## src/ctp_pkg.sv

```systemverilog
// package: register map, field positions and constants of the control timer
package ctp_pkg;
  localparam int ADDR_W = 4;
  localparam int DATA_W = 32;
  localparam int CNT_W = 16;
  localparam int NCH = 4;
  localparam logic [3:0] OFF_CTRLA = 4'h0;
  localparam logic [3:0] OFF_CTRLBCLR = 4'h1;
  localparam logic [3:0] OFF_CTRLBSET = 4'h2;
  localparam logic [3:0] OFF_WAVE = 4'h3;
  localparam logic [3:0] OFF_DRVCTRL = 4'h4;
  localparam logic [3:0] OFF_DBG_CTL = 4'h5;
  localparam logic [3:0] OFF_TOP = 4'h6;
  localparam logic [3:0] OFF_COUNT = 4'h7;
  localparam logic [3:0] OFF_INTFLAG = 4'h8;
  localparam logic [3:0] OFF_INTMASK = 4'h9;
  localparam logic [3:0] OFF_STATUS = 4'hA;
  localparam logic [3:0] OFF_EVCTRL = 4'hB;
  localparam int CA_SWRST = 0;
  localparam int CA_ENABLE = 1;
  localparam int CA_PSC_LO = 8;
  localparam int CA_SYNC_LO = 12;
  localparam int CB_DIR = 0;
  localparam int WV_GEN_LO = 0;
  localparam int WV_POL_LO = 8;
  localparam int DRV_INV_LO = 16;
  localparam int EV_CNT = 0;
  localparam int IF_OVF = 0;
  localparam int PSC_W = 3;
  localparam int SYNC_W = 2;
  localparam int PDIV_W = 10;
  localparam logic [2:0] GEN_NFRQ = 3'h0;
  localparam logic [2:0] GEN_NPWM = 3'h2;
  localparam logic [CNT_W-1:0] TOP_RST = 16'hFFFF;
  localparam logic [1:0] SYNC_GCLK = 2'h0;
  localparam logic [1:0] SYNC_PRESC = 2'h1;
  localparam logic [1:0] SYNC_RESYNC = 2'h2;
endpackage : ctp_pkg

```

## src/ctp_timer.sv

```systemverilog
// control timer core: registers, prescaler, counter and waveform outputs
`timescale 1ns/1ps
// Contract
// RL1: software sets direction bit for down counting
// RL2: software selects waveform generation mode
// RL3: software selects waveform output polarity
// RL4: per-channel invert enables flip waveform outputs
// RL5: enable bit written one enables, zero disables
// RL6: soft reset clears all but debug control
// RL7: software disables timer before soft reset
// RL8: prescaler counter counts to value, output toggles
// RL9: sync select: update on gclk or prescaled
// RL10: prescale ratios undivided up to 1/1024
// RL11: event counting bypasses prescaler, ticks merge
// RL12: direction zero counts up, one counts down
// RL13: wrap at TOP or ZERO sets overflow flag
// RL14: disabled prescaler holds zero, no ticks
module ctp_timer (
  input wire logic sys_clk, // 250 MHz clock
  input wire logic rst_b, // async reset, active low
  input wire logic [3:0] reg_addr, // register index
  input wire logic [31:0] reg_wdata, // write data
  input wire logic reg_wr, // write strobe
  input wire logic reg_rd, // read strobe
  input wire logic count_event, // one-cycle counting event
  output logic [31:0] reg_rdata_q, // read data, cycle after strobe
  output logic irq_q, // level interrupt
  output logic [3:0] wave_out_q, // waveform outputs
  output logic count_tick_q // count tick, for observation
);
  logic enable_q, dir_q, evcnt_q, dbg_q, ovf_q, ovf_mask_q;
  logic [2:0] psc_q, gen_q;
  logic [1:0] sync_q;
  logic [3:0] pol_q, inv_q;
  logic [15:0] top_q, cnt_q;
  logic [9:0] pdiv_q;
  logic pout_q;
  logic wr_ca, swrst, pre_hit, psc_tick, tick, wrap, ovf_set;
  logic [9:0] pre_lim;
  logic [3:0] wave_d;

  assign wr_ca = reg_wr && reg_addr == ctp_pkg::OFF_CTRLA;
  assign swrst = wr_ca && reg_wdata[ctp_pkg::CA_SWRST]; // RL6

  // division ratio per select code: 1,2,4,8,16,64,256,1024
  always_comb
  begin
    case (psc_q)
      3'h0: pre_lim = 10'h000;
      3'h1: pre_lim = 10'h001;
      3'h2: pre_lim = 10'h003;
      3'h3: pre_lim = 10'h007;
      3'h4: pre_lim = 10'h00F;
      3'h5: pre_lim = 10'h03F;
      3'h6: pre_lim = 10'h0FF;
      default: pre_lim = 10'h3FF;
    endcase
  end

  // at or above the limit, so a ratio change while running cannot skip
  // the hit and run the divider round its full range
  assign pre_hit = pdiv_q >= pre_lim; // RL10
  assign psc_tick = enable_q && !evcnt_q && pre_hit; // RL8 RL14
  assign tick = enable_q && (evcnt_q ? count_event : psc_tick); // RL11
  assign wrap = dir_q ? (cnt_q == 16'h0000) : (cnt_q >= top_q); // RL13
  assign ovf_set = tick && wrap;

  // prescaler divider; held at zero while disabled for a known phase
  always_ff @(posedge sys_clk or negedge rst_b)
  begin
    if (!rst_b)
    begin
      pdiv_q <= 10'h000;
      pout_q <= 1'b0;
    end
    else if (!enable_q || evcnt_q || swrst)
    begin
      pdiv_q <= 10'h000; // RL14
      pout_q <= 1'b0;
    end
    else if (pre_hit)
    begin
      pdiv_q <= 10'h000; // RL8
      pout_q <= ~pout_q; // RL8
    end
    else
      pdiv_q <= pdiv_q + 10'h001;
  end

  // control registers; soft reset spares only debug control
  always_ff @(posedge sys_clk or negedge rst_b)
  begin
    if (!rst_b)
    begin
      enable_q <= 1'b0;
      psc_q <= 3'h0;
      sync_q <= 2'h0;
      dir_q <= 1'b0;
      gen_q <= 3'h0;
      pol_q <= 4'h0;
      inv_q <= 4'h0;
      top_q <= ctp_pkg::TOP_RST;
      evcnt_q <= 1'b0;
      ovf_mask_q <= 1'b0;
      dbg_q <= 1'b0;
    end
    else
    begin
      if (reg_wr && reg_addr == ctp_pkg::OFF_DBG_CTL)
        dbg_q <= reg_wdata[0];
      if (swrst)
      begin
        enable_q <= 1'b0; // RL6
        psc_q <= 3'h0;
        sync_q <= 2'h0;
        dir_q <= 1'b0;
        gen_q <= 3'h0;
        pol_q <= 4'h0;
        inv_q <= 4'h0;
        top_q <= ctp_pkg::TOP_RST;
        evcnt_q <= 1'b0;
        ovf_mask_q <= 1'b0;
      end
      else if (reg_wr)
      begin
        case (reg_addr)
          ctp_pkg::OFF_CTRLA:
          begin
            enable_q <= reg_wdata[ctp_pkg::CA_ENABLE]; // RL5
            psc_q <= reg_wdata[ctp_pkg::CA_PSC_LO +: ctp_pkg::PSC_W];
            sync_q <= reg_wdata[ctp_pkg::CA_SYNC_LO +: ctp_pkg::SYNC_W];
          end
          ctp_pkg::OFF_CTRLBSET:
            if (reg_wdata[ctp_pkg::CB_DIR]) dir_q <= 1'b1;
          ctp_pkg::OFF_CTRLBCLR:
            if (reg_wdata[ctp_pkg::CB_DIR]) dir_q <= 1'b0;
          ctp_pkg::OFF_WAVE:
          begin
            gen_q <= reg_wdata[ctp_pkg::WV_GEN_LO +: 3];
            pol_q <= reg_wdata[ctp_pkg::WV_POL_LO +: ctp_pkg::NCH];
          end
          ctp_pkg::OFF_DRVCTRL:
            inv_q <= reg_wdata[ctp_pkg::DRV_INV_LO +: ctp_pkg::NCH];
          ctp_pkg::OFF_TOP: top_q <= reg_wdata[15:0];
          ctp_pkg::OFF_EVCTRL: evcnt_q <= reg_wdata[ctp_pkg::EV_CNT];
          ctp_pkg::OFF_INTMASK: ovf_mask_q <= reg_wdata[ctp_pkg::IF_OVF];
          default: ;
        endcase
      end
    end
  end

  // counter; a direct write beats counting, wrap reloads per direction
  always_ff @(posedge sys_clk or negedge rst_b)
  begin
    if (!rst_b)
      cnt_q <= 16'h0000;
    else if (swrst)
      cnt_q <= 16'h0000;
    else if (reg_wr && reg_addr == ctp_pkg::OFF_COUNT)
      cnt_q <= reg_wdata[15:0];
    else if (tick)
    begin
      if (wrap)
        cnt_q <= dir_q ? top_q : 16'h0000; // RL13
      else if (dir_q)
        cnt_q <= cnt_q - 16'h0001; // RL12
      else
        cnt_q <= cnt_q + 16'h0001; // RL12
    end
  end

  // overflow flag: soft reset first, then set wins over a write-one clear
  always_ff @(posedge sys_clk or negedge rst_b)
  begin
    if (!rst_b)
      ovf_q <= 1'b0;
    else if (swrst)
      ovf_q <= 1'b0; // RL6
    else if (ovf_set)
      ovf_q <= 1'b1; // RL13
    else if (reg_wr && reg_addr == ctp_pkg::OFF_INTFLAG &&
             reg_wdata[ctp_pkg::IF_OVF])
      ovf_q <= 1'b0;
  end

  // normal pwm: high below compare-at-half-top; frequency mode: toggle
  generate
    for (genvar i = 0; i < ctp_pkg::NCH; i++)
    begin : g_ch
      always_comb
      begin
        if (gen_q == ctp_pkg::GEN_NPWM)
          wave_d[i] = (cnt_q < (top_q >> 1)) ^ pol_q[i]; // RL3
        else
          wave_d[i] = pout_q ^ pol_q[i];
        wave_d[i] = wave_d[i] ^ inv_q[i]; // RL4
      end
    end
  endgenerate

  // outputs registered; gclk sync updates every clock, prescaled sync
  // holds the waveform between count ticks, except when psc_q is zero
  always_ff @(posedge sys_clk or negedge rst_b)
  begin
    if (!rst_b)
    begin
      wave_out_q <= 4'h0;
      count_tick_q <= 1'b0;
      irq_q <= 1'b0;
    end
    else
    begin
      count_tick_q <= tick;
      irq_q <= (ovf_q || ovf_set) && ovf_mask_q;
      if (sync_q == ctp_pkg::SYNC_GCLK || psc_q == 3'h0 || tick)
        wave_out_q <= wave_d; // RL9
    end
  end

  // read port: data one cycle after the strobe, zero otherwise
  always_ff @(posedge sys_clk or negedge rst_b)
  begin
    if (!rst_b)
      reg_rdata_q <= 32'h0000_0000;
    else if (!reg_rd)
      reg_rdata_q <= 32'h0000_0000;
    else
    begin
      case (reg_addr)
        ctp_pkg::OFF_CTRLA:
          reg_rdata_q <= {18'h0, sync_q, 1'b0, psc_q, 6'h0, enable_q, 1'b0};
        ctp_pkg::OFF_CTRLBSET, ctp_pkg::OFF_CTRLBCLR:
          reg_rdata_q <= {31'h0, dir_q};
        ctp_pkg::OFF_WAVE:
          reg_rdata_q <= {20'h0, pol_q, 5'h0, gen_q};
        ctp_pkg::OFF_DRVCTRL: reg_rdata_q <= {12'h0, inv_q, 16'h0};
        ctp_pkg::OFF_DBG_CTL: reg_rdata_q <= {31'h0, dbg_q};
        ctp_pkg::OFF_TOP: reg_rdata_q <= {16'h0, top_q};
        ctp_pkg::OFF_COUNT: reg_rdata_q <= {16'h0, cnt_q};
        ctp_pkg::OFF_INTFLAG: reg_rdata_q <= {31'h0, ovf_q};
        ctp_pkg::OFF_INTMASK: reg_rdata_q <= {31'h0, ovf_mask_q};
        ctp_pkg::OFF_STATUS:
          reg_rdata_q <= {30'h0, pout_q, enable_q};
        ctp_pkg::OFF_EVCTRL: reg_rdata_q <= {31'h0, evcnt_q};
        default: reg_rdata_q <= 32'h0000_0000;
      endcase
    end
  end
endmodule : ctp_timer

```

## config.mk

```make
export PLATFORM = sky130hd
export DESIGN_NAME = ctp_timer
export DESIGN_NICKNAME = d
export VERILOG_FILES = /design/src/ctp_pkg.sv /design/src/ctp_timer.sv
export SDC_FILE = /design/constraint.sdc
export NUM_CORES = 1
export LEC_CHECK = 0
export ABC_AREA = 0
export BUFFER_PORTS_ARGS = -buffer_cell sky130_fd_sc_hd__buf_2
export CORE_ASPECT_RATIO = 0.5
export CORE_MARGIN = 2
export CORE_UTILIZATION = 60
export DETAILED_ROUTE_END_ITERATION = 8
export PLACE_DENSITY = 0.83
export SLEW_MARGIN = 0
export SYNTH_ARGS = -nofsm -noshare
export SYNTH_HDL_FRONTEND = slang
export SYNTH_SLANG_ARGS = --single-unit
```

## constraint.sdc

```tcl
create_clock -name sys_clk -period 6.22 [get_ports sys_clk]
set_input_delay 0 -clock sys_clk [delete_from_list [all_inputs] [get_ports sys_clk]]
set_output_delay 0 -clock sys_clk [all_outputs]
set_load 0.03 [all_outputs]
```

==> impl_metrics.json, run 1 <==
{
  "run_status": "complete, no violations",
  "io_pins": 79,
  "synth_async_sr_flop_share_pct": 100,
  "hpwl_mm": 10.8,
  "timing.critical_path.from": "psc_q[2]",
  "p_leak_nw": 3.08,
  "min_from": "reg_addr[3]",
  "netlist_top_cells_area": "sky130_fd_sc_hd__dfrtp_1 32%, sky130_fd_sc_hd__ha_1 11%, sky130_fd_sc_hd__dfstp_2 7.1%",
  "die_height_um": 74.4,
  "max_cap_violations": 0,
  "wl_per_cell_um": 18.6,
  "mappedNetlistArea_um2": 5950,
  "timing.hold.ws_ns": 0.0338,
  "p_sw_mw": 1.18,
  "synth_seq_cells": 91,
  "timing.fmax_mhz": 293,
  "library_cell_occupying_the_most_area_in_the_post_synthesis_netlist": "sky130_fd_sc_hd__dfrtp_1",
  "detailroute.via_count": 5453,
  "instance_area_at_placement_um2": 6260,
  "worst_setup_hold_path_clk_slew_ns": 0.07,
  "cts_tree": "built",
  "max-slew-margin-rel_pct": 38.8,
  "tot_gr_track_use_pct": 31.5,
  "globalplace.congestion": 0.910,
  "drc": 0,
  "final_antenna_net_count": 0,
  "p_clk_share_pct": 20.2,
  "path_max_fanout": 21,
  "grt_antenna_before_repair": 0,
  "total_of_buffers_placed_on_input_and_output_ports": 54,
  "power.sequential.fraction_pct": 33.9,
  "share_of_yosys_cell_area_claimed_by_the_top_area_cell_type_pct": 31.5,
  "min_path_type": "input port to flop",
  "cts.htree.levels": 3,
  "yosysWarningCount": 0,
  "power_density_nw_per_um2": 408,
  "path_common_cell": "sky130_fd_sc_hd__a211oi_1",
  "viasPerCell": 6.34,
  "synth-edff-count": 0,
  "critical_setup_path_kind": "flop to flop",
  "finalInstanceArea_um2": 6780,
  "placementRows": 25,
  "worstMarginPinSlew_ns": 0.917,
  "layout.cells.most_common": "sky130_fd_sc_hd__dfrtp_1",
  "global_route.overflow_total": 0,
  "final.period_utilization_pct": 54.8,
  "combinationalPowerShare_pct": 45.8,
  "grt_pass1_vias": 5193,
  "critical_path.top_delay_family": "compound AO/OA/AOI/OAI gates",
  "critPathArrivalTime_ns": 3.61,
  "yosys.cell_types.count": 63,
  "syn2layout_area_growth_pct": 13.9,
  "cts-root-to-sink-buffers": 2,
  "timing.final.setup_violations": 0,
  "synth_area_per_cell_um2": 9.03,
  "floorplan.die.width_um": 145,
  "tritoncts.num_buffers": 9,
  "drt-total-wl_mm": 16.0,
  "cts_num_sinks": 91,
  "clock_tree.root_cell": "sky130_fd_sc_hd__clkbuf_16",
  "p_int_mw": 1.59,
  "synth_cells": 659,
  "detail_route.first_pass.iterations": 7,
  "critical_path.reg2reg.startpoint": "psc_q[2]",
  "fin_crit_period_ns": 3.41,
  "maximum_number_of_pins_on_one_net_before_global_route_repair": 73,
  "worst_stage_delay_on_the_critical_path_ns": 0.57,
  "floorplan.initialDensity_pct": 62.4,
  "seq_area_frac_synth_pct": 38.6,
  "die_area_um2": 10800,
  "critPathRequiredTime_ns": 6.42,
  "diodes": 0,
  "setup_total_negative_slack_ns": 0,
  "final_cell_mix": "75 x sky130_fd_sc_hd__dfrtp_1, 70 x sky130_fd_sc_hd__nand2_1, 55 x sky130_fd_sc_hd__nor2_1, 53 x sky130_fd_sc_hd__buf_2, 51 x sky130_fd_sc_hd__ha_1",
  "critical_path.n_buffers_inverters": 1,
  "rsz_0062_raised_after_global_routing": "false",
  "grt_first_pass_wirelength_mm": 25.7,
  "final-max-slew-violation-count": 0,
  "synth_flop_cell": "sky130_fd_sc_hd__dfrtp_1",
  "clock_skews_ns": 0.0112,
  "worst_path_max_delay_cell": "sky130_fd_sc_hd__a21oi_2",
  "post_cts_resized": 0,
  "crit_path_cell_trace": "or3_1, ha_1, nand2b_4, a2111oi_4, o41ai_1, a22oi_1, a21oi_2, buf_4, nor2_1, a211oi_1, a211oi_1",
  "timing.critical_path.from_type": "flop",
  "final_layout_size_suffix_gt1_share_pct": 14.6,
  "drt_iter0_drc": 635,
  "switching_share_pct": 42.7,
  "power.ir.vdd_worst_mv": 0.186,
  "final_util_pct": 71.1,
  "setup.worst_path.end_class": "flop",
  "hold_viol": 0,
  "final_nets": 813,
  "area_of_the_core_region_um2": 9540,
  "clkLatencyLatePin_ns": 0.35
}
[sequential cells by signal, indices dropped and copies added, names as in the netlist]
register and flops:
reg_rdata_q 20, cnt_q 16, top_q 16, pdiv_q 10, inv_q 4, pol_q 4
wave_out_q 4, gen_q 3, psc_q 3, sync_q 2, count_tick_q 1, dbg_q 1
dir_q 1, enable_q 1, evcnt_q 1, irq_q 1, ovf_mask_q 1, ovf_q 1
pout_q 1
[area by class of cell]
type | instances | area (um2)
clock buffer | 10 | 239
clock inverter | 6 | 65.1
fill | 717 | 2760
inverter | 26 | 97.6
multi-input combinational | 508 | 3360
sequential | 91 | 2300
tap | 135 | 169
timing repair buffer | 84 | 553
[Yosys cell counts, types with 7 or more instances]
master / number
sky130_fd_sc_hd__dfrtp_1: 75
sky130_fd_sc_hd__nand2_1: 70
sky130_fd_sc_hd__nor2_1: 55
sky130_fd_sc_hd__ha_1: 51
sky130_fd_sc_hd__o21ai_0: 42
sky130_fd_sc_hd__a21oi_1: 41
sky130_fd_sc_hd__nand3_1: 31
sky130_fd_sc_hd__o211ai_1: 31
sky130_fd_sc_hd__inv_1: 26
sky130_fd_sc_hd__clkbuf_1: 18
sky130_fd_sc_hd__a22oi_1: 17
sky130_fd_sc_hd__dfstp_2: 16
sky130_fd_sc_hd__xor2_1: 16
sky130_fd_sc_hd__xnor2_1: 14
sky130_fd_sc_hd__buf_4: 13
sky130_fd_sc_hd__buf_2: 9
sky130_fd_sc_hd__nor3_1: 9
sky130_fd_sc_hd__a211oi_1: 8
sky130_fd_sc_hd__and2_1: 7
sky130_fd_sc_hd__and3_1: 7
sky130_fd_sc_hd__nor2b_1: 7
sky130_fd_sc_hd__nor4_1: 7
[stage by stage]
| stage | total power, mW | cells | setup slack (ns) |
|---|---|---|---|
| CTS | 2.73 | 860 | 2.87 |
| detailed placement | 2.14 | 822 | 2.89 |
| finish | 2.77 | 860 | 2.81 |
| floorplan | 1.81 | 670 | 3.36 |
| global route | 2.96 | 860 | 2.64 |
| global placement | 2.10 | 822 | 2.95 |
[layer usage]
metal	GRT usage [%]	routed length, um	part of all wire, %
met1	41.2	6740	42
met2	48.3	7170	45
met3	10.4	1650	10
met4	14.1	444	2.8
met5	0	0	0
[path summary, 6_finish.rpt]
path	end	slack, ns	depth (start not counted)
max	cnt_q[0]	2.81	11
min	ovf_q	0.03	3
max reg2reg	cnt_q[0]	2.81	11
min reg2reg	wave_out_q[2]	0.49	2
max in group asynchronous	count_tick_q	4.99	3
min in group asynchronous	pdiv_q[5]	0.06	2
[kinds of logic after synthesis]
logic type               count (synthesis)  share of synthesized area, %
buffers and inverters                   71                          5.78
other                                    1                        0.0630
AO/OA/AOI/OAI                          189                          21.3
multiplexers                             9                          1.58
AND/OR/NAND/NOR                        216                          17.2
adder cells (fa/ha/maj)                 52                          11.1
XOR/XNOR                                30                          4.41
flip-flops                              91                          38.6
[power by group through the flow]
stage	registers, mW	clock network, mW	logic, mW
6_report	0.938	0.560	1.27
5_1_grt	0.953	0.590	1.42
4_1_cts	0.925	0.563	1.24
3_5_place_dp	0.934	0	1.21
3_3_place_gp	0.928	0	1.17
2_1_floorplan	0.907	0	0.903
[worst min-delay path, cell delays in order]
cell	delay [ns]
sky130_fd_sc_hd__buf_2	0.16
sky130_fd_sc_hd__a211oi_1	0.09
sky130_fd_sc_hd__nor2_1	0.08
[what timing repair did]
| item | 4_1_cts | 5_1_grt |
|---|---|---|
| endpoints found under the hold margin | 65 | 0 |
| buffers inserted | 0 | 0 |
| hold buffers | 22 | 0 |
Power figures use the tool's default switching activity.
==> run 2: changes to the inputs <==
- CORE_UTILIZATION: 60 -> 53
- PLACE_DENSITY: 0.83 -> 0.77
- clock period: 6.22 -> 3.1 ns (I/O delays scaled with it)
==> impl_metrics.json, run 2 (synthesized netlist as in run 1, its figures left out) <==
{
  "holdPathStages": 3,
  "worst_path_max_delay_cell": "sky130_fd_sc_hd__or4b_4",
  "largest_register_ffs": 20,
  "final_layout_size_suffix_gt1_share_pct": 17.8,
  "syn2layout_area_growth_pct": 17.2,
  "drc": 0,
  "max-slew-margin-rel_pct": 55.2,
  "cts-root-to-sink-buffers": 2,
  "rr_worst_depth": 9,
  "clkLatencyLatePin_ns": 0.35,
  "die_height_um": 78.9,
  "global_route.usage.met1_pct": 38.7,
  "power_density_nw_per_um2": 813,
  "power.ir.vdd_worst_mv": 0.317,
  "reg2reg_slack_ns": 0.14,
  "drt-total-wl_mm": 16.5,
  "final_cell_mix": "74 x sky130_fd_sc_hd__dfrtp_1, 70 x sky130_fd_sc_hd__nand2_1, 53 x sky130_fd_sc_hd__nor2_1, 53 x sky130_fd_sc_hd__buf_2, 51 x sky130_fd_sc_hd__ha_1",
  "crit_path_cell_trace": "or3_4, ha_1, nand2b_4, a2111oi_4, o41ai_1, a22oi_1, nand2b_1, or4b_4, nor2_2",
  "dp_slack_ns": -0.0479,
  "worst_stage_delay_on_the_critical_path_ns": 0.59,
  "critPathRequiredTime_ns": 3.38,
  "wl_per_cell_um": 18.4,
  "timing.fmax_mhz": 338,
  "run_status": "complete, no violations",
  "final_antenna_net_count": 0,
  "worst_setup_hold_path_clk_slew_ns": 0.07,
  "tot_gr_track_use_pct": 27.4,
  "grt_antenna_before_repair": 0,
  "cts.htree.levels": 3,
  "globalplace.congestion": 0.958,
  "setup.worst_path.end_class": "flop",
  "critical_path.n_buffers_inverters": 0,
  "grt_first_pass_wirelength_mm": 26.1,
  "total_of_buffers_placed_on_input_and_output_ports": 54,
  "hold_viol": 0,
  "placementRows": 27,
  "critPathArrivalTime_ns": 3.24,
  "hpwl_mm": 11.7,
  "final_nets": 837,
  "worstMarginPinSlew_ns": 0.672,
  "floorplan.die.width_um": 154,
  "global_route.usage.met3_pct": 4.53,
  "grt_most_used_layer": "met2",
  "cts_num_sinks": 91,
  "die_area_um2": 12100,
  "clock_skews_ns": 0.00914,
  "timing.final.setup_violations": 0,
  "critical_setup_path_kind": "flop to flop",
  "critical_path.top_delay_family": "simple AND/OR/NAND/NOR gates",
  "detailroute.via_count": 5529,
  "r2r_path_end": "pdiv_q[4]",
  "rsz_0062_raised_after_global_routing": "false",
  "final.period_utilization_pct": 95.5,
  "timing.critical_path.from_type": "flop",
  "numPlacedInstances": 852,
  "io_pins": 79,
  "path_max_fanout": 5,
  "critical_path.reg2reg.startpoint": "psc_q[2]",
  "min_path_type": "input port to flop",
  "p_leak_nw": 3.20,
  "largest_registers": "reg_rdata_q: 20 flops, cnt_q: 16 flops, top_q: 16 flops",
  "cts_tree": "built",
  "max_cap_violations": 0,
  "area_of_the_core_region_um2": 11000,
  "layout.cells.most_common": "sky130_fd_sc_hd__dfrtp_1",
  "grt_pass1_vias": 5032,
  "min_from": "reg_wdata[0]",
  "fin_crit_period_ns": 2.96,
  "layout_setup_ws_ns": 0.139,
  "floorplan.initialDensity_pct": 54.2,
  "grt_util_met2_pct": 44.0,
  "diodes": 0,
  "viasPerCell": 6.18,
  "timing.hold.ws_ns": 0.0169,
  "global_route.overflow_total": 0,
  "detail_route.first_pass.iterations": 5,
  "maximum_number_of_pins_on_one_net_before_global_route_repair": 51,
  "holdPathEnd": "top_q[0]",
  "tritoncts.num_buffers": 9,
  "clock_tree.root_cell": "sky130_fd_sc_hd__clkbuf_16",
  "drt_iter0_drc": 542,
  "final-max-slew-violation-count": 0,
  "finalNonFillerCells": 894,
  "register_containing_the_most_flip_flops_in_the_final_layout": "reg_rdata_q"
}
[run 2: area by class of cell]
type / count / area, um2
clock inverters: 4 / 45.0
well taps: 145 / 181
multi-input cells: 509 / 3400
clock buffers: 12 / 236
repair buffers: 107 / 723
flip-flops and latches: 91 / 2300
fillers: 904 / 4000
inverters: 26 / 97.6
[run 2: how the worst max path moves through the flow]
stage	startpoint	end	cells after the start
final	psc_q[2]	pdiv_q[4]	9
after global routing	psc_q[2]	pdiv_q[6]	9
after CTS	psc_q[2]	pdiv_q[4]	9
after detailed placement	psc_q[2]	cnt_q[2]	11
after global placement	psc_q[2]	cnt_q[11]	10
after floorplan	psc_q[2]	pdiv_q[2]	11
[run 2: power breakdown]
group	switching [mW]	internal, mW	leakage, nW	total, mW
Clock	0.453	0.622	0.140	1.07
Combinational	1.60	1.17	1.91	2.77
Sequential	0.344	1.49	1.14	1.83
[run 2: metrics by stage]
step	cell area, um2	TNS, ns	total power, mW	utilization (%)
after floorplan	5990	0	3.63	-
after global placement	6420	0	4.37	58.5
after detailed placement	6420	-0.0943	4.47	58.5
after CTS	6920	0	5.58	63.1
after global routing	6980	0	6.05	63.6
final	6980	0	5.67	63.6
[run 2: timing repair]
action / in CTS / in global routing
cloned: 0 / 1
resized for setup: 2 / 5
hold buffers: 21 / 0
buffers inserted: 0 / 4
pin swaps: 0 / 1
setup endpoints to repair: 7 / 17
endpoints found under the hold margin: 83 / 0
[run 2: worst min-delay path, stage by stage]
cell	delay, ns
sky130_fd_sc_hd__buf_2	0.17
sky130_fd_sc_hd__inv_1	0.12
sky130_fd_sc_hd__a21oi_1	0.07
[run 2: per-layer routing]
layer  routed length, um  part of all wire [%]  vias to the layer above
li1                    -                     -                     2553
met1                7380                    45                     2688
met2                7470                    45                      260
met3                1400                   8.5                       28
met4                 223                   1.4                        0
met5                   0                     0                        -
